`src/return_stack_pkg.sv`:
```
// Purpose: Constants and types shared by the hardware return-address stack.
// Assumes: One clock, synchronous active-high reset.
// Notes: Register addresses are 13-bit data-space addresses.
package return_stack_pkg;

  // ---------------------------------------------------------------
  // Sizes
  // ---------------------------------------------------------------
  localparam int unsigned DEPTH = 16;
  localparam int unsigned ENTRY_W = 15;
  localparam int unsigned INDEX_W = 4;
  localparam int unsigned PTR_W = 5;
  localparam int unsigned ADDR_W = 13;
  localparam int unsigned DATA_W = 8;
  localparam int unsigned HIGH_W = 7;

  typedef logic [ENTRY_W-1:0] entry_t;
  typedef logic [PTR_W-1:0] ptr_t;

  // ---------------------------------------------------------------
  // Register map
  // ---------------------------------------------------------------
  localparam logic [ADDR_W-1:0] ADDR_FAULT_STATUS = 13'h1fe2;
  localparam logic [ADDR_W-1:0] ADDR_FAULT_MASK = 13'h1fe3;
  localparam logic [ADDR_W-1:0] ADDR_STACK_INDEX = 13'h1fed;
  localparam logic [ADDR_W-1:0] ADDR_TOP_LOW = 13'h1fee;
  localparam logic [ADDR_W-1:0] ADDR_TOP_HIGH = 13'h1fef;

  // ---------------------------------------------------------------
  // Fields and reset values
  // ---------------------------------------------------------------
  localparam int unsigned OVF_BIT = 0;
  localparam int unsigned UNF_BIT = 1;
  localparam int unsigned FLAG_W = 2;
  localparam ptr_t PTR_EMPTY = 5'h1f;
  localparam ptr_t PTR_FULL = 5'h0f;
  localparam logic [FLAG_W-1:0] FLAGS_RESET = 2'h0;
  localparam logic [FLAG_W-1:0] MASK_RESET = 2'h0;

endpackage

```
`src/stack_mem_if.sv`:
```
// Purpose: Write and read port between the stack control and its entry store.
// Assumes: Read is combinational, write lands at the clock edge.
// Notes: One read address serves both the core and the software window.
`timescale 1ns/1ps

interface stack_mem_if
  import return_stack_pkg::*;
();
  logic wrEn;
  logic [INDEX_W-1:0] wrIndex;
  entry_t wrData;
  logic [INDEX_W-1:0] rdIndex;
  entry_t rdData;

  modport owner (
    output wrEn,
    output wrIndex,
    output wrData,
    output rdIndex,
    input rdData
  );

  modport store (
    input wrEn,
    input wrIndex,
    input wrData,
    input rdIndex,
    output rdData
  );
endinterface

```
`src/stack_store.sv`:
```
// Purpose: Entry array of the return-address stack.
// Assumes: Single writer per cycle.
// Notes: Entries are not cleared by reset.
`timescale 1ns/1ps

module stack_store
  import return_stack_pkg::*;
(
  input wire logic sys_clk,
  stack_mem_if.store mem
);

  // ---------------------------------------------------------------
  // Storage
  // ---------------------------------------------------------------
  // Kept outside program and data space; only this port reaches it.
  entry_t entries [DEPTH];

  always_ff @(posedge sys_clk)
  begin
    if (mem.wrEn)
    begin
      entries[mem.wrIndex] <= mem.wrData;
    end
  end

  // No reset here, so contents survive any device reset.
  assign mem.rdData = entries[mem.rdIndex];

endmodule // stack_store

```
`src/hardware_return_stack.sv`:
```
// Purpose: Return-address stack with pointer, software window and fault flags.
// Assumes: Core requests come from logic on sys_clk; push and pop are one-cycle pulses.
// Notes: Fault status clears on read; a core request wins over a same-cycle software write to the index or top registers.
`timescale 1ns/1ps

module hardware_return_stack
  import return_stack_pkg::*;
(
  input wire logic sys_clk,
  input wire logic srst,
  input wire logic pushReq,
  input wire logic popReq,
  input wire logic [ENTRY_W-1:0] pushPc,
  output logic [ENTRY_W-1:0] popPc,
  output logic popValid,
  input wire logic stackFaultResetEnable,
  output logic faultReset,
  input wire logic [ADDR_W-1:0] regAddr,
  input wire logic [DATA_W-1:0] regWrData,
  input wire logic regWr,
  input wire logic regRd,
  output logic [DATA_W-1:0] regRdData,
  output logic irq
);

  // ---------------------------------------------------------------
  // Decode
  // ---------------------------------------------------------------
  function automatic logic hit(input logic [ADDR_W-1:0] a, input logic [ADDR_W-1:0] target);
    hit = (a == target);
  endfunction

  // ---------------------------------------------------------------
  // State
  // ---------------------------------------------------------------
  ptr_t stackPointer_reg;
  ptr_t stackPointer_next;
  logic [FLAG_W-1:0] faultFlags_reg;
  logic [FLAG_W-1:0] faultFlags_next;
  logic [FLAG_W-1:0] faultMask_reg;
  logic [FLAG_W-1:0] faultMask_next;
  logic [ENTRY_W-1:0] popPc_reg;
  logic [ENTRY_W-1:0] popPc_next;
  logic popValid_reg;
  logic popValid_next;
  logic faultReset_reg;
  logic faultReset_next;
  logic [DATA_W-1:0] rdData_reg;
  logic [DATA_W-1:0] rdData_next;

  logic doPush;
  logic doPop;
  logic overflowEvent;
  logic underflowEvent;
  ptr_t pushPointer;
  logic swWrLow;
  logic swWrHigh;
  entry_t topEntry;

  stack_mem_if mem ();

  stack_store u_store (
    .sys_clk(sys_clk),
    .mem(mem)
  );

  // ---------------------------------------------------------------
  // Core operations
  // ---------------------------------------------------------------
  // Push is given priority if the core ever raises both at once.
  assign doPush = pushReq;
  assign doPop = popReq && !pushReq;
  // Five-bit pointer lets 0x0F+1 and 0x1F-1 show as faults.
  assign pushPointer = ptr_t'(stackPointer_reg + 5'h01);
  assign overflowEvent = doPush && (stackPointer_reg == PTR_FULL);
  assign underflowEvent = doPop && (stackPointer_reg == PTR_EMPTY);
  assign mem.rdIndex = stackPointer_reg[INDEX_W-1:0];
  assign topEntry = mem.rdData;
  assign swWrLow = regWr && hit(regAddr, ADDR_TOP_LOW) && !pushReq && !popReq;
  assign swWrHigh = regWr && hit(regAddr, ADDR_TOP_HIGH) && !pushReq && !popReq;

  // Low four pointer bits index the array, so the seventeenth push reuses entry 0.
  always_comb
  begin
    mem.wrEn = 1'b0;
    mem.wrIndex = stackPointer_reg[INDEX_W-1:0];
    mem.wrData = topEntry;
    if (doPush)
    begin
      mem.wrEn = 1'b1;
      mem.wrIndex = pushPointer[INDEX_W-1:0];
      mem.wrData = pushPc;
    end
    else if (swWrLow)
    begin
      mem.wrEn = 1'b1;
      mem.wrData = {topEntry[ENTRY_W-1:DATA_W], regWrData};
    end
    else if (swWrHigh)
    begin
      mem.wrEn = 1'b1;
      mem.wrData = {regWrData[HIGH_W-1:0], topEntry[DATA_W-1:0]};
    end
  end

  // ---------------------------------------------------------------
  // Pointer, popped value and fault reset
  // ---------------------------------------------------------------
  always_comb
  begin
    stackPointer_next = stackPointer_reg;
    popPc_next = popPc_reg;
    popValid_next = 1'b0;
    faultReset_next = 1'b0;
    if (faultReset_reg)
    begin
      stackPointer_next = PTR_EMPTY;
    end
    else if (doPush)
    begin
      stackPointer_next = pushPointer;
      faultReset_next = overflowEvent && stackFaultResetEnable;
    end
    else if (doPop)
    begin
      // Entry is read at the old pointer before it drops.
      popPc_next = topEntry;
      popValid_next = 1'b1;
      stackPointer_next = ptr_t'(stackPointer_reg - 5'h01);
      faultReset_next = underflowEvent && stackFaultResetEnable;
    end
    else if (regWr && hit(regAddr, ADDR_STACK_INDEX))
    begin
      // Software may move the pointer; interrupt pushes can race with this.
      stackPointer_next = regWrData[PTR_W-1:0];
    end
  end

  // ---------------------------------------------------------------
  // Fault flags, mask and read data
  // ---------------------------------------------------------------
  always_comb
  begin
    faultFlags_next = faultFlags_reg;
    faultMask_next = faultMask_reg;
    rdData_next = '0;
    if (regRd)
    begin
      if (hit(regAddr, ADDR_STACK_INDEX))
      begin
        rdData_next = {3'h0, stackPointer_reg};
      end
      else if (hit(regAddr, ADDR_TOP_LOW))
      begin
        rdData_next = topEntry[DATA_W-1:0];
      end
      else if (hit(regAddr, ADDR_TOP_HIGH))
      begin
        rdData_next = {1'b0, topEntry[ENTRY_W-1:DATA_W]};
      end
      else if (hit(regAddr, ADDR_FAULT_STATUS))
      begin
        rdData_next = {6'h00, faultFlags_reg};
        faultFlags_next = FLAGS_RESET;
      end
      else if (hit(regAddr, ADDR_FAULT_MASK))
      begin
        rdData_next = {6'h00, faultMask_reg};
      end
    end
    if (regWr && hit(regAddr, ADDR_FAULT_MASK))
    begin
      faultMask_next = regWrData[FLAG_W-1:0];
    end
    // Set after clear, so an event in the reading cycle is kept.
    if (overflowEvent)
    begin
      faultFlags_next[OVF_BIT] = 1'b1;
    end
    if (underflowEvent)
    begin
      faultFlags_next[UNF_BIT] = 1'b1;
    end
  end

  always_ff @(posedge sys_clk)
  begin
    if (srst)
    begin
      stackPointer_reg <= PTR_EMPTY;
      faultFlags_reg <= FLAGS_RESET;
      faultMask_reg <= MASK_RESET;
      popPc_reg <= '0;
      popValid_reg <= 1'b0;
      faultReset_reg <= 1'b0;
      rdData_reg <= '0;
    end
    else
    begin
      stackPointer_reg <= stackPointer_next;
      faultFlags_reg <= faultFlags_next;
      faultMask_reg <= faultMask_next;
      popPc_reg <= popPc_next;
      popValid_reg <= popValid_next;
      faultReset_reg <= faultReset_next;
      rdData_reg <= rdData_next;
    end
  end

  // ---------------------------------------------------------------
  // Outputs
  // ---------------------------------------------------------------
  assign popPc = popPc_reg;
  assign popValid = popValid_reg;
  assign faultReset = faultReset_reg;
  assign regRdData = rdData_reg;
  assign irq = |(faultFlags_reg & faultMask_reg);

endmodule // hardware_return_stack

```
`config.mk`:
```
export PLATFORM = sky130hd
export DESIGN_NAME = hardware_return_stack
export DESIGN_NICKNAME = d
export VERILOG_FILES = /design/src/return_stack_pkg.sv /design/src/stack_mem_if.sv /design/src/stack_store.sv /design/src/hardware_return_stack.sv
export SDC_FILE = /design/constraint.sdc
export NUM_CORES = 1
export LEC_CHECK = 0
export BUFFER_PORTS_ARGS = -buffer_cell sky130_fd_sc_hd__buf_2
export CAP_MARGIN = 40
export CORE_ASPECT_RATIO = 1.1
export CORE_MARGIN = 2
export CORE_UTILIZATION = 65
export CTS_CLUSTER_SIZE = 24
export DETAILED_ROUTE_END_ITERATION = 7
export PLACE_DENSITY = 0.84
export REMOVE_ABC_BUFFERS = 1
export SLEW_MARGIN = 10
export SYNTH_ARGS = -nofsm -noshare
export SYNTH_HDL_FRONTEND = slang
export SYNTH_HIERARCHICAL = 1
export SYNTH_SLANG_ARGS = --single-unit
export TNS_END_PERCENT = 30
```
`constraint.sdc`:
```
create_clock -name sys_clk -period 4.8 [get_ports sys_clk]
set_input_delay 0.24 -clock sys_clk [delete_from_list [all_inputs] [get_ports sys_clk]]
set_output_delay 0.24 -clock sys_clk [all_outputs]
set_load 0.005 [all_outputs]
```
### After elaboration in Yosys (flattened, before gate mapping)

Memory sizes are Yosys's and may differ from the RTL's. A register that Yosys moved wholly into a read port is not among the register bits.
Index checks and enable logic that the tools add are counted.

* register bits after elaboration: 34
* memory bits (writable): 240
* bits of input ports: 43
* output and inout port bits: 26
* memories kept: 1

Memory list
* u_store.entries: words 16, width 15, rd ports 1, clocked after Yosys merged registers in 1, write ports 1, line stack_store.sv:17 `entry_t entries [DEPTH];`

* add/subtract/negate cells: 2
* equal/unequal tests: 13
* mux-type cells: 29
* bitwise logic cells: 4
* reduce and logical (&&, ||, !) cells: 28

Operators with widths (count)
* $eq A13 B13 Y1 const B: 5
* $mux W15: 3
* $mux W5: 4
* $mux W2: 7
* $logic_and A1 B1 Y1: 13
* $mux W4: 3
* $ne A2 B2 Y1 const B: 6
* $mux W1: 10
* $reduce_and A5 Y1: 2
* $mux W8: 1
* $reduce_bool A2 Y1: 4
* $mux W7: 1
* $reduce_or A2 Y1: 3
* $reduce_or A3 Y1: 2
* $add A5 B1 Y5 const B: 1
* $eq A5 B4 Y1 const B: 1
* $eq A5 B5 Y1 const B: 1
* $sub A5 B1 Y5 const B: 1
* $not A1 Y1: 3
* $reduce_and A3 Y1: 1
* $reduce_bool A3 Y1: 1
* $and A2 B2 Y2: 1
* $logic_not A1 Y1: 2

### Logic depth before layout (Yosys ltp)

Gate-level depths: netlist (run 1).

* depth after elaboration: 9
* gate-level depth with buffers: 9

### By module

The synthesis (run 1) kept the hierarchy.

Modules (own cells, without submodules)
* stack_store: instances 1, cells each 391, area an instance 9146.3 sq um, seq. area each 7206.9 sq um
* hardware_return_stack: instances 1, cells each 271, area an instance 2035.7 sq um, seq. area each 680.7 sq um

### Least setup slack after synthesis (run 1)

OpenSTA, ideal clock, no wires.

* kind: input -> register
* start: in regAddr[4]
* end: mem u_store/entries[0][0] (netlist name) (enable)
* setup time: 0.406 ns
* data arrival time: 2.698 ns
* data required time: 4.394 ns
* slack: 1.696 ns
* stages on the path: 6
* cells stage by stage: nand4b_4 nor3_2 nand3_1 o21ai_0 or3b_2 nor3_1

* longest elaborated chain between the ends: 9
* elaborated cells on any way between the ends: 13
* those cells by class: eq/ne: 2; mux: 5; reduce/logical: 6

RTL lines
* from (decl): line hardware_return_stack.sv:18 `input wire logic [ADDR_W-1:0] regAddr,`
* $eq A13 B13 Y1: line hardware_return_stack.sv:30 `hit = (a == target);`
* $logic_and A1 B1 Y1 (3 in a row): line hardware_return_stack.sv:80 `assign swWrHigh = regWr && hit(regAddr, ADDR_TOP_HIGH) && !pushReq && !popReq;`
* $mux W1: line hardware_return_stack.sv:99 `else if (swWrHigh)`
* $mux W1 *: line hardware_return_stack.sv:94 `else if (swWrLow)`
* $mux W1 *: line hardware_return_stack.sv:88 `if (doPush)`
* via mem.wrEn: line stack_mem_if.sv:9 `logic wrEn;`
* $mux W1 *: line stack_store.sv:21 `if (mem.wrEn)`
* $mux W1 (implied by the code) *: line stack_store.sv:23 `entries[mem.wrIndex] <= mem.wrData;`
* to (decl): line stack_store.sv:17

The timed path passes the listed nets; every way through them passes the cells marked *.

==> results of run 1 <==
==> final timing paths <==
check | start | endpoint | cells past startpoint
worst min-delay path | regWrData[0] | faultMask_reg[0] | 3
worst max-delay path | stackPointer_reg[0] | u_store/entries[10][4] | 7
worst min register to register | popPc[2] | popPc[2] | 2
worst max register to register | stackPointer_reg[0] | u_store/entries[10][4] | 7
==> stage by stage <==
step / instance area (um2) / TNS (ps) / power [mW]
2_1_floorplan: 11000 / -18020 / 3.266
3_3_place_gp: 11830 / 0 / 3.465
3_5_place_dp: 11910 / 0 / 3.526
4_1_cts: 12770 / 0 / 5.553
5_1_grt: 12820 / 0 / 5.725
6_report: 12820 / 0 / 5.577
==> Yosys cell counts (2+ instances only) <==
master	instances	area (um2)
sky130_fd_sc_hd__edfxtp_1	240	7207
sky130_fd_sc_hd__nand2_1	63	236.5
sky130_fd_sc_hd__nor2_1	48	180.2
sky130_fd_sc_hd__mux4_2	44	991.0
sky130_fd_sc_hd__a21oi_1	40	200.2
sky130_fd_sc_hd__dfxtp_1	34	680.7
sky130_fd_sc_hd__a22oi_1	31	232.7
sky130_fd_sc_hd__clkbuf_1	26	97.59
sky130_fd_sc_hd__mux2i_1	19	190.2
sky130_fd_sc_hd__mux4_1	16	420.4
sky130_fd_sc_hd__nor3_1	8	40.04
sky130_fd_sc_hd__nand2b_1	6	37.54
sky130_fd_sc_hd__nand4_1	6	37.54
sky130_fd_sc_hd__nor2b_1	6	37.54
sky130_fd_sc_hd__buf_6	5	56.30
sky130_fd_sc_hd__nand3_1	5	25.02
sky130_fd_sc_hd__ha_1	4	50.05
sky130_fd_sc_hd__inv_1	4	15.01
sky130_fd_sc_hd__nor4_1	4	25.02
sky130_fd_sc_hd__o211ai_1	4	30.03
sky130_fd_sc_hd__o21ai_0	4	20.02
sky130_fd_sc_hd__buf_4	3	22.52
sky130_fd_sc_hd__nand3b_1	3	22.52
sky130_fd_sc_hd__or4_1	3	22.52
sky130_fd_sc_hd__xnor2_1	3	26.28
sky130_fd_sc_hd__a2111oi_0	2	17.52
sky130_fd_sc_hd__a31oi_1	2	12.51
sky130_fd_sc_hd__and2_1	2	12.51
sky130_fd_sc_hd__and3_1	2	12.51
sky130_fd_sc_hd__nor3b_1	2	15.01
sky130_fd_sc_hd__o21ai_1	2	10.01
sky130_fd_sc_hd__o22ai_1	2	12.51
==> metal layers <==
layer  vias to the layer above  global-route usage  wire length (um)
met4                         0              0.1602              1567
li1                       2855                   -                 -
met5                         -                   0                 0
met3                       133             0.05882              3006
met1                      3420              0.4026              9691
met2                       579              0.5313             14010
==> area by class of cell <==
type / instances / area [um2]
Timing Repair Buffer: 109 / 651.9
Inverter: 5 / 18.77
Fill cell: 866 / 4129
Sequential cell: 274 / 7893
Tap cell: 234 / 292.8
Clock inverter: 17 / 165.2
Multi-Input combinational cell: 348 / 3117
Clock buffer: 30 / 686.9
==> logic make-up after synthesis <==
| family | count (synthesis) | share of synthesized area |
|---|---|---|
| AND/OR/NAND/NOR | 166 | 0.07172 |
| adder cells (fa/ha/maj) | 4 | 0.004476 |
| multiplexers | 80 | 0.1442 |
| AO/OA/AOI/OAI | 94 | 0.05315 |
| flip-flops | 274 | 0.7054 |
| XOR/XNOR | 4 | 0.003134 |
| buffers and inverters | 40 | 0.01790 |
==> worst register-to-register path, cell delays in order, from the launching register on <==
cell	delay, ps
sky130_fd_sc_hd__dfxtp_4	790
sky130_fd_sc_hd__buf_4	640
sky130_fd_sc_hd__mux4_2	610
sky130_fd_sc_hd__a22oi_1	260
sky130_fd_sc_hd__nand2_1	150
sky130_fd_sc_hd__mux2i_1	210
sky130_fd_sc_hd__a21oi_1	190
sky130_fd_sc_hd__buf_4	250
==> power by group through the flow <==
| stage | logic (mW) | clock network, mW | registers, mW |
|---|---|---|---|
| 2_1_floorplan | 0.386 | 0 | 2.88 |
| 3_3_place_gp | 0.595 | 0 | 2.87 |
| 3_5_place_dp | 0.649 | 0 | 2.88 |
| 4_1_cts | 0.668 | 2.05 | 2.83 |
| 5_1_grt | 0.741 | 2.15 | 2.84 |
| 6_report | 0.699 | 2.05 | 2.83 |
==> results by stage, run 1 <==
STA:
- The tightest hold path in the finished design has a slack of 79.30 ps.
- At the pin with the least slew margin, the transition time is 928.8 ps.
- The final worst-path setup slack is 1424 ps.
- Static timing analysis puts the maximum clock frequency at 296.2 MHz.
- The count of pins over their slew limit is 0.
- The time the worst path needs with I/O delays and setup is 3376 ps.
- The final setup violation count is 0.
- The worst max-slew margin expressed relative to the limit is 0.3808.
- In the finished design, the share of the clock period the worst path needs comes to 0.7033.
- Setup repair after global routing left no endpoint under its margin.
- On the final layout, the worst clock skew is 20.00 ps.
- The number of hold-slack violations in the final timing report was 0.

Synth:
- The combined area of all synthesized cells is 0.01118 mm2.
- The count of distinct cell types in the synthesized netlist is 51.
- The post-synthesis instance total is 662.
- The part of the Yosys area used for sequential elements is 0.7054.
- The prevailing post-synth register cell is sky130_fd_sc_hd__edfxtp_1.
- The flop and latch count out of synthesis is 274.
- For this run, the number of Yosys warnings is 6.
- After synthesis, the share of flip-flops with an asynchronous set or reset is 0.
- Yosys mapped a number of flops with a built-in enable equal to 240.
- A synthesized cell averages 16.89 um2.

Drt:
- The overall via count from detail_route is 6,987.
- The first routing iteration left 979 violations.
- The average wire per cell in the routed design is 27.81 um.
- The remaining number of nets flagged by the antenna check after routing is 0.
- The first-pass iteration count of the detailed router is 7.
- For this run, design rule violations remaining after detail routing come to 0.
- Using the TritonRoute via totals, the vias-per-cell ratio works out to 6.870.
- Wires add up to 28.28 mm.

Power and ir drop:
- Cell internal power was estimated by the tool at 4.213 mW.
- The power per cell area is 434.9 mW/mm2.
- The switching power is 1.364 mW.
- The switching part of the total is 0.2445.
- Of the total power, the clock network draws 0.367.
- The part of the total power dissipated in combinational logic is 0.125.
- The sequential group share of total power is 0.507.
- The static leakage is 4.515 nW.
- The worst-case IR drop observed on VDD is 0.2589 mV.

Clock tree:
- The latest clock arrival within the worst-skew pair is 530 ps.
- The number of setup buffers added after CTS is 0.
- Buffers inserted during clock tree synthesis total 27.
- After clock tree synthesis, the clock-pin slew on the worst setup and hold paths is 60 ps.
- In this run the number of H-tree levels came out at 1.
- After clock tree synthesis, the flow added hold-fix buffers numbering 1.
- Counting along the longest clock path gives a buffer depth of 3.
- The count of cells resized by post-cts repair is 0.
- Clock tree synthesis found a total of 274 sinks.
- The clock root buffer master is sky130_fd_sc_hd__clkbuf_16.
- TritonCTS built the clock tree.

Worst setup path:
- The data required time of the worst path is 5050 ps.
- Traced cell by cell, the critical path runs through buf_4 > mux4_2 > a22oi_1 > nand2_1 > mux2i_1 > a21oi_1 > buf_4.
- The kind of end point of the critical path is a register.
- The maximum fanout along the worst path is 41.
- Data arrives at the worst endpoint at 3630 ps.
- The worst setup path is of the register to register kind.
- The number of buffers and inverters on the critical path is 2.
- The kind of start point of the critical path is a register.
- In this design, the largest share of critical-path delay is due to buffers and inverters.
- The minimum setup slack among reg-to-reg paths is 1420 ps.
- The largest single stage delay on the critical path is 790 ps.
- The most repeated library cell on the critical path is sky130_fd_sc_hd__buf_4.
- The cell type of the slowest stage on the worst timing path is sky130_fd_sc_hd__dfxtp_4.

Hold path:
- In this run the worst hold path is classified as primary input to register.

Global routing:
- The pin count of the biggest net entering global routing is 50.
- Across every metal layer, demand over resource in global routing totals 0.3175.
- The via count of the first global-routing pass was 7,046.
- The aggregate global routing overflow is 0.
- The wire length of the first global-routing pass is 42.26 mm.
- The initial antenna violation count came to 0.

Finish:
- The count of cells in the finished layout, fillers not included, comes to 1,017.
- The number of antenna diodes in the final layout is 0.
- Leaving out fill and tap cells, the most frequent cells in the layout are sky130_fd_sc_hd__edfxtp_1, sky130_fd_sc_hd__buf_2, sky130_fd_sc_hd__nand2_1.
- Compared with the post-synthesis result, the final layout area differs by 14.69%.
- For this run, the share of the core covered by cells in the final layout is 0.7565.
- The fraction of final layout cells sized beyond drive strength 1 is 0.2618.
- The flip-flop count of the largest register after layout is 240.
- The final layout net count is 812.
- The library cell used most frequently in the layout, excluding fill and tap cells, is sky130_fd_sc_hd__edfxtp_1.

Die:
- Measured along the y axis, the die boundary spans 141.6 um.
- In this run the count of I/O pins placed on the die edge is 69.
- Measured along the x axis, the die boundary spans 129.1 um.
- The die covers 0.01827 mm2.
- The placeable core area is 0.01695 mm2.
- The starting utilization of the core area is 0.6596.
- The floorplan has 50 rows.

Placement:
- The HPWL after detailed placement is 16.61 mm.
- At the placement stage, the worst setup path has a slack of 1402 ps.
- In this run the tool buffered the top-level ports with 68 buffer cells.
- The global placer's final weighted congestion is 0.9508.
- The number of placed instances, taps included, is 962.

Job:
- The total of max-cap violations is 0.

Run status:
- The flow ran to the end, and the final reports show no timing, DRC or antenna violations.
Power figures use the tool's default switching activity.
==> run 2: changes to the inputs <==
--- a/config.mk
+++ b/config.mk
@@ -9,10 +9,10 @@
 export CAP_MARGIN = 40
 export CORE_ASPECT_RATIO = 1.1
 export CORE_MARGIN = 2
-export CORE_UTILIZATION = 65
+export CORE_UTILIZATION = 54
 export CTS_CLUSTER_SIZE = 24
 export DETAILED_ROUTE_END_ITERATION = 7
-export PLACE_DENSITY = 0.84
+export PLACE_DENSITY = 0.75
 export REMOVE_ABC_BUFFERS = 1
 export SLEW_MARGIN = 10
 export SYNTH_ARGS = -nofsm -noshare
==> constraint.sdc (replaced) <==
create_clock -name sys_clk -period 2.8 [get_ports sys_clk]
set_input_delay 0.14 -clock sys_clk [delete_from_list [all_inputs] [get_ports sys_clk]]
set_output_delay 0.14 -clock sys_clk [all_outputs]
set_load 0.005 [all_outputs]
==> run 2 against run 1 <==
Global-route usage is 6.3 points lower. Clock power up 74%. Wire length decreased by 0.79%. Sequential cell count did not move. Worst setup slack got worse by 1300 ps. Largest power group unchanged. Critical path depth shrank 1. Via count fell by 0.62%. Die area rose by 20%. Clock skew down 9.3 ps. Power grew 74%. Sequential share of layout area down 2.3 points.
==> results by stage, run 2 (synthesis gave the netlist of run 1 again) <==
STA:
- The highest achievable clock rate was 374.6 MHz (+26%).
- The post-route fraction of the period consumed by the critical path is 0.9535 (+0.2502).
- Setup repair after global routing left no endpoint under its margin.
- The final setup violation count came to 0 (unchanged).
- The transition time at the pin with the least slew margin is 1054 ps (+125.3 ps).
- The worst max-slew margin expressed relative to the limit is 0.2973 (-0.08351).
- The time the worst path needs with I/O delays and setup was 2670 ps (-705.9 ps).
- The setup skew after layout is 10.67 ps (-9.330 ps).
- The count of pins over their slew limit is 0 (unchanged).
- The final worst-path setup slack is 130.2 ps (-1294 ps).
- The number of hold-slack violations in the final timing report is 0 (unchanged).

Placement:
- The count of input and output buffers is 68 (unchanged).
- The HPWL after detailed placement is 18.38 mm (+11%).
- The post-placement cell area is 0.01232 mm2 (+3.4%).
- The worst-case setup slack after placement is 52.82 ps (-1349 ps).
- The global placer's final weighted congestion is 0.9342 (-1.7%).

Clock tree:
- The maximum clock path buffer count was 3 (unchanged).
- The clock root buffer master is sky130_fd_sc_hd__clkbuf_16.
- The latest clock arrival within the worst-skew pair was 530 ps (about the same).
- The TritonCTS buffer count was 26 (-3.7%).
- The count of cells resized by post-cts repair came to 0 (unchanged).
- The post-CTS clock slew at the launch and capture registers of the worst setup and hold paths came to 60 ps (about the same).
- The sink count of the clock tree is 274 (unchanged).
- The deepest level of the CTS H-tree is 1 (unchanged).
- The TritonCTS clock tree is built.

Finish:
- The commonest non-fill, non-tap cell in the layout is sky130_fd_sc_hd__edfxtp_1.
- The number of antenna cells inserted is 0 (unchanged).
- The library cells used most frequently in the layout, excluding fill and tap cells, are sky130_fd_sc_hd__edfxtp_1, sky130_fd_sc_hd__buf_4, sky130_fd_sc_hd__buf_2.
- The flip-flop count of the largest register after layout is 240 (unchanged).
- The fraction of final layout cells sized beyond drive strength 1 is 0.2972 (+0.03542).
- The area growth from synthesis to final layout is 19.09%.
- The final layout net count is 858 (+5.7%).
- The design area came to 0.01332 mm2 (+3.8%).
- The total of fill cells in the finished design was 1,340 (+55%).
- The fraction of the core area covered by cells at the end of the flow is 0.6515 (-0.1049).

Run status:
- The flow ran to the end, and the final reports show no timing, DRC or antenna violations.

Global routing:
- The via count of the first global-routing pass is 7,035 (-0.16%).
- The met3 layer usage reported by global route is 0.04740 (-0.01142).
- The wire length of the first global-routing pass is 41.46 mm (-1.9%).
- The met2 demand-to-capacity share in global routing came to 0.4401 (-0.09120).
- The global router's overall resource usage is 0.2548 (-0.06272).
- The initial antenna violation count is 0 (unchanged).
- The met1 usage came to 0.3170 (-0.08560).
- The most crowded layer after global routing is met2.
- The pin count of the biggest net entering global routing is 51 (+2.0%).
- The aggregate global routing overflow is 0 (unchanged).

Power and ir drop:
- The sum of internal, switching and leakage power came to 9.694 mW (+74%).
- The clock share of power was 0.368 (about the same).
- The switching part of the total is 0.2386 (-0.005956).
- The internal power is 7.381 mW (+75%).
- The static leakage came to 4.783 nW (+5.9%).
- The maximum VDD drop came to 0.4614 mV (+78%).
- The power per cell area is 728.0 mW/mm2 (+67%).
- The part of the total power dissipated in combinational logic is 0.135 (+0.010).
- The sequential group share of total power is 0.496 (-0.011).
- The switching power was 2.313 mW (+70%).

Worst setup path:
- The number of buffers and inverters on the critical path is 1 (-1).
- The data required time of the worst path is 2980 ps (-2070 ps).
- The critical path start-end classification is register to register.
- The critical path arrival is 2850 ps (-780 ps).
- Traced cell by cell, the critical path runs through and2_1 > buf_4 > a22oi_1 > nand2_1 > mux2i_1 > a21oi_1.
- The kind of end point of the critical path is a register.
- Among all stages on the critical path, the largest delay is contributed by sky130_fd_sc_hd__a21oi_1.
- The worst setup path is launched from a register.
- In this design, the largest share of critical-path delay is due to compound AO/OA/AOI/OAI gates.
- The critical path's largest stage delay is 830 ps (+40 ps).
- The maximum fanout along the worst path came to 16 (-61%).

Job:
- The total of max-cap violations came to 0 (unchanged).

Drt:
- The remaining number of nets flagged by the antenna check after routing is 0 (unchanged).
- The overall via count from detail_route came to 6,944 (-0.62%).
- The detailed-route DRC error count is 0 (unchanged).
- The first-pass iteration count of the detailed router is 5 (-2).
- The routed via count divided by cell count is 6.388 (-7.0%).
- The average wire per cell in the routed design came to 25.81 um (-7.2%).
- The overall routed net length came to 28.06 mm (-0.79%).
- The number of DRC violations after detailed-routing iteration 0 was 862 (-12%).

Die:
- The placeable core area is 0.02044 mm2 (+21%).
- The I/O pin count is 69 (unchanged).
- The number of rows created at floorplan came to 55 (+10%).
- The overall die width came to 141.2 um (+9.4%).
- The starting utilization of the core area is 0.5471 (-0.1124).
- The die area is 0.02188 mm2 (+20%).
- The vertical die dimension is 154.9 um (+9.4%).

Hold path:
- The classification of the worst-slack hold path is primary input to register.
[run 2: cell types whose count changed in the layout (fill, tap and decap cells not counted), moves of 2 or more]
cell                            previous run  this run
sky130_fd_sc_hd__buf_12                    0         6
sky130_fd_sc_hd__buf_4                    38        74
sky130_fd_sc_hd__clkbuf_4                  0         2
sky130_fd_sc_hd__clkinv_1                  6         8
sky130_fd_sc_hd__dlygate4sd3_1             1         5
[run 2: path summary, 6_finish.rpt]
path                       startpoint                    end  slack (ps)  depth (start not counted)
setup / recovery  stackPointer_reg[3]  u_store/entries[4][3]         130                          6
hold / removal                   srst       faultMask_reg[1]          30                          2
hold reg to reg              popPc[9]               popPc[9]         460                          2
setup reg to reg  stackPointer_reg[3]  u_store/entries[4][3]         130                          6
[run 2: power by group through the flow]
stage          clock, mW  combinational (mW)  sequential (mW)
2_1_floorplan          0               0.661             4.94
3_3_place_gp           0                1.17             4.90
3_5_place_dp           0                1.23             4.91
4_1_cts             3.61                1.26             4.82
5_1_grt             3.77                1.39             4.82
6_report            3.57                1.31             4.81
[run 2: cell type report]
type	count	area [um2]	area share
Multi-Input combinational cell	348	3114	0.2339
Timing Repair Buffer	156	1096	0.08231
Clock buffer	29	683.2	0.05130
Sequential cell	274	7893	0.5927
Inverter	5	18.77	0.001409
Clock inverter	19	191.4	0.01438
Tap cell	256	320.3	0.02405
[run 2: timing repair]
item	in CTS	in global routing
setup endpoints to repair	16	0
hold buffers	5	0
endpoints found under the hold margin	6	0
buffers inserted	1	0
[run 2: layer usage]
| metal | vias up | routed length [um] |
|---|---|---|
| met5 | - | 0 |
| met4 | 0 | 1100 |
| met3 | 92 | 2331 |
| met2 | 428 | 14280 |
| met1 | 3473 | 10340 |
| li1 | 2951 | - |
[run 2: metrics by stage]
step | hold slack (ps) | instances | TNS (ps)
after floorplan | 209.1 | 627 | -847400
after global placement | 373.9 | 1021 | 0
after detailed placement | 382.5 | 1025 | 0
after CTS | 8.836 | 1079 | 0
after global routing | 19.81 | 1087 | 0
final | 26.13 | 1087 | 0
==> run 3: changes to the inputs <==
--- a/config.mk
+++ b/config.mk
@@ -9,10 +9,10 @@
 export CAP_MARGIN = 40
 export CORE_ASPECT_RATIO = 1.1
 export CORE_MARGIN = 2
-export CORE_UTILIZATION = 54
+export CORE_UTILIZATION = 60
 export CTS_CLUSTER_SIZE = 24
 export DETAILED_ROUTE_END_ITERATION = 7
-export PLACE_DENSITY = 0.75
+export PLACE_DENSITY = 0.79
 export REMOVE_ABC_BUFFERS = 1
 export SLEW_MARGIN = 10
 export SYNTH_ARGS = -nofsm -noshare
==> constraint.sdc (replaced) <==
create_clock -name sys_clk -period 2.9 [get_ports sys_clk]
set_input_delay 0.145 -clock sys_clk [delete_from_list [all_inputs] [get_ports sys_clk]]
set_output_delay 0.145 -clock sys_clk [all_outputs]
set_load 0.005 [all_outputs]
==> run 3 against run 2 <==
Core utilization rose by 6.9 points. Sequential cell count unchanged. Via count increased by 1.6%. Power fell by 1.0%. Global-route usage grew 4.2 points. Clock-buffer cell count down 2. Sequential share of layout area grew 0.42 points. Sequential power is 4% lower.
==> results by stage, run 3 (synthesis gave the netlist of run 1 again) <==
Drt:
- The first-pass iteration count of the detailed router was 6 (+1).
- The remaining number of nets flagged by the antenna check after routing is 0 (unchanged).
- The number of DRC violations after detailed-routing iteration 0 is 840 (-2.6%).
- The routed via count divided by cell count is 6.662 (+4.3%).
- The overall via count from detail_route came to 7,055 (+1.6%).
- The detailed-route DRC error count came to 0 (unchanged).
- The overall routed net length was 28.51 mm (+1.6%).
- The average wire per cell in the routed design was 26.92 um (+4.3%).

STA:
- The final setup violation count was 0 (unchanged).
- The count of pins over their slew limit is 0 (unchanged).
- The highest achievable clock rate was 368.4 MHz (-1.7%).
- The time the worst path needs with I/O delays and setup is 2715 ps (+44.82 ps).
- The setup skew after layout is 23.80 ps (+13.13 ps).
- The worst max-slew margin expressed relative to the limit is 0.4892 (+0.1919).
- The number of hold-slack violations in the final timing report is 0 (unchanged).
- The post-route fraction of the period consumed by the critical path is 0.9361 (-0.01742).
- The worst slack on hold paths is 20.78 ps (-5.357 ps).
- Setup repair after global routing left no endpoint under its margin.
- The transition time at the pin with the least slew margin is 759.2 ps (-294.9 ps).

Worst setup path:
- The critical register-to-register path startpoint is stackPointer_reg[1].
- The critical path arrival is 2950 ps (+100 ps).
- The data required time of the worst path is 3130 ps (+150 ps).
- The critical path's largest stage delay is 550 ps (-280 ps).
- The endpoint identified for the worst register-to-register timing path is u_store/entries[8][4].
- The maximum fanout along the worst path is 53 (+37).
- The setup path with the least slack is of type register to register.
- The kind of end point of the critical path is a register.
- The minimum setup slack among reg-to-reg paths is 190 ps (+60 ps).
- The cell type of the slowest stage on the worst timing path is sky130_fd_sc_hd__nor3_2.
- Grouping stages by cell kind, the critical path spends the most delay in simple AND/OR/NAND/NOR gates.
- The worst setup path is launched from a register.
- The signal on the critical path passes through buf_12 > ha_1 > nand2_1 > xnor2_1 > nand3b_1 > nor3_2 > buf_4.
- The number of buffers and inverters on the critical path is 2 (+1).
- The cell count of the worst reg-to-reg path is 7 (+1).

Placement:
- The global placer's final weighted congestion was 0.9274 (-0.73%).
- The count of input and output buffers was 68 (unchanged).
- The count of placed standard cells including taps is 1,001 (-2.3%).
- The post-placement cell area was 0.01219 mm2 (-1.0%).
- The HPWL after detailed placement was 17.67 mm (-3.9%).

Clock tree:
- The deepest level of the CTS H-tree is 1 (unchanged).
- The sink count of the clock tree is 274 (unchanged).
- TritonCTS built the clock tree.
- The TritonCTS buffer count is 26 (unchanged).
- The latest clock arrival within the worst-skew pair is 540 ps (about the same).
- The post-CTS clock slew at the launch and capture registers of the worst setup and hold paths is 60 ps (about the same).
- The number of hold buffers added after cts is 4 (-1).
- The maximum clock path buffer count is 3 (unchanged).
- The count of cells resized by post-cts repair came to 0 (unchanged).
- The clock root buffer master is sky130_fd_sc_hd__clkbuf_16.
- The post-CTS setup buffer count is 0 (-1).

Run status:
- The run finished with clean final reports.

Die:
- The placeable core area came to 0.01835 mm2 (-10%).
- The overall die width is 134.2 um (-5.0%).
- The starting utilization of the core area came to 0.6095 (+0.06234).
- The vertical die dimension came to 147.2 um (-5.0%).
- The number of rows created at floorplan was 52 (-5.5%).
- The die area came to 0.01975 mm2 (-9.7%).
- The I/O pin count is 69 (unchanged).

Finish:
- The design area is 0.01322 mm2 (-0.70%).
- The fraction of final layout cells sized beyond drive strength 1 was 0.2929 (-0.004340).
- Compared with the post-synthesis result, the final layout area differs by 18.26%.
- The number of antenna cells inserted is 0 (unchanged).
- The fraction of the core area covered by cells at the end of the flow is 0.7207 (+0.06920).
- The final layout net count came to 843 (-1.7%).
- Leaving out fill and tap cells, the most frequent cells in the layout are sky130_fd_sc_hd__edfxtp_1, sky130_fd_sc_hd__buf_2, sky130_fd_sc_hd__nand2_1, sky130_fd_sc_hd__buf_4, sky130_fd_sc_hd__nor2_1.
- The total of fill cells in the finished design was 1,088 (-19%).
- The commonest non-fill, non-tap cell in the layout is sky130_fd_sc_hd__edfxtp_1.
- The flip-flop count of the largest register after layout is 240 (unchanged).
- The final non-filler cell total came to 1,059 (-2.6%).

Hold path:
- The startpoint of the tightest hold check path is regWrData[1].
- The hold path depth is 3 (+1).
- The classification of the worst-slack hold path is primary input to register.
- The worst hold path terminates at faultMask_reg[1].

Power and ir drop:
- The sum of internal, switching and leakage power is 9.592 mW (-1.0%).
- The static leakage is 4.733 nW (-1.0%).
- The maximum VDD drop is 0.5148 mV (+12%).
- The power per cell area came to 725.4 mW/mm2 (-0.35%).

Global routing:
- The aggregate global routing overflow came to 0 (unchanged).
- The wire length of the first global-routing pass was 42.93 mm (+3.6%).
- The global router's overall resource usage is 0.2963 (+0.04152).
- The initial antenna violation count is 0 (unchanged).
- The via count of the first global-routing pass was 7,150 (+1.6%).
- The pin count of the biggest net entering global routing came to 54 (+5.9%).

Job:
- The total of max-cap violations is 0 (unchanged).
run 3: routing by layer:
metal / wire, um / track usage / up-vias
li1: - / - / 2910
met1: 9962 / 0.3961 / 3444
met2: 13850 / 0.4791 / 594
met3: 3310 / 0.05072 / 107
met4: 1381 / 0.1442 / 0
met5: 0 / 0 / -
run 3: worst max-delay path by stage:
stage	from	endpoint	cells past startpoint
detailed placement	regAddr[4]	u_store/entries[1][10]	7
global placement	regAddr[4]	u_store/entries[11][14]	8
CTS	stackPointer_reg[1]	u_store/entries[6][12]	6
global route	pushReq	u_store/entries[8][5]	8
floorplan	stackPointer_reg[0]	u_store/entries[0][0]	4
finish	stackPointer_reg[1]	u_store/entries[8][4]	7
run 3: through the flow:
step                      TNS, ps  setup WS [ps]
after global placement          0          151.2
after floorplan           -796300          -2345
after detailed placement        0          240.4
after global routing            0          34.06
after CTS                       0          121.1
final                           0          185.4
run 3: layout make-up:
| cell class | count | area, um2 | share of cell area |
|---|---|---|---|
| multi-input combinational | 348 | 3114 | 0.2355 |
| clock buffer | 27 | 675.6 | 0.05109 |
| sequential | 274 | 7893 | 0.5968 |
| tap | 243 | 304.0 | 0.02299 |
| timing repair buffer | 141 | 945.9 | 0.07153 |
| inverter | 5 | 18.77 | 0.001419 |
| clock inverter | 21 | 272.8 | 0.02063 |
run 3: worst min-delay path, cell delays in order:
cell and delay, ps:
sky130_fd_sc_hd__buf_2 160, sky130_fd_sc_hd__mux2i_1 90, sky130_fd_sc_hd__nor2_1 110
run 3: power breakdown:
group	leakage, nW	internal (mW)	total [mW]	switching, mW
Sequential	2.44	4.58	4.64	0.0584
Clock	0.455	2.24	3.68	1.44
Combinational	1.84	0.476	1.27	0.798
Total	4.73	7.29	9.59	2.30
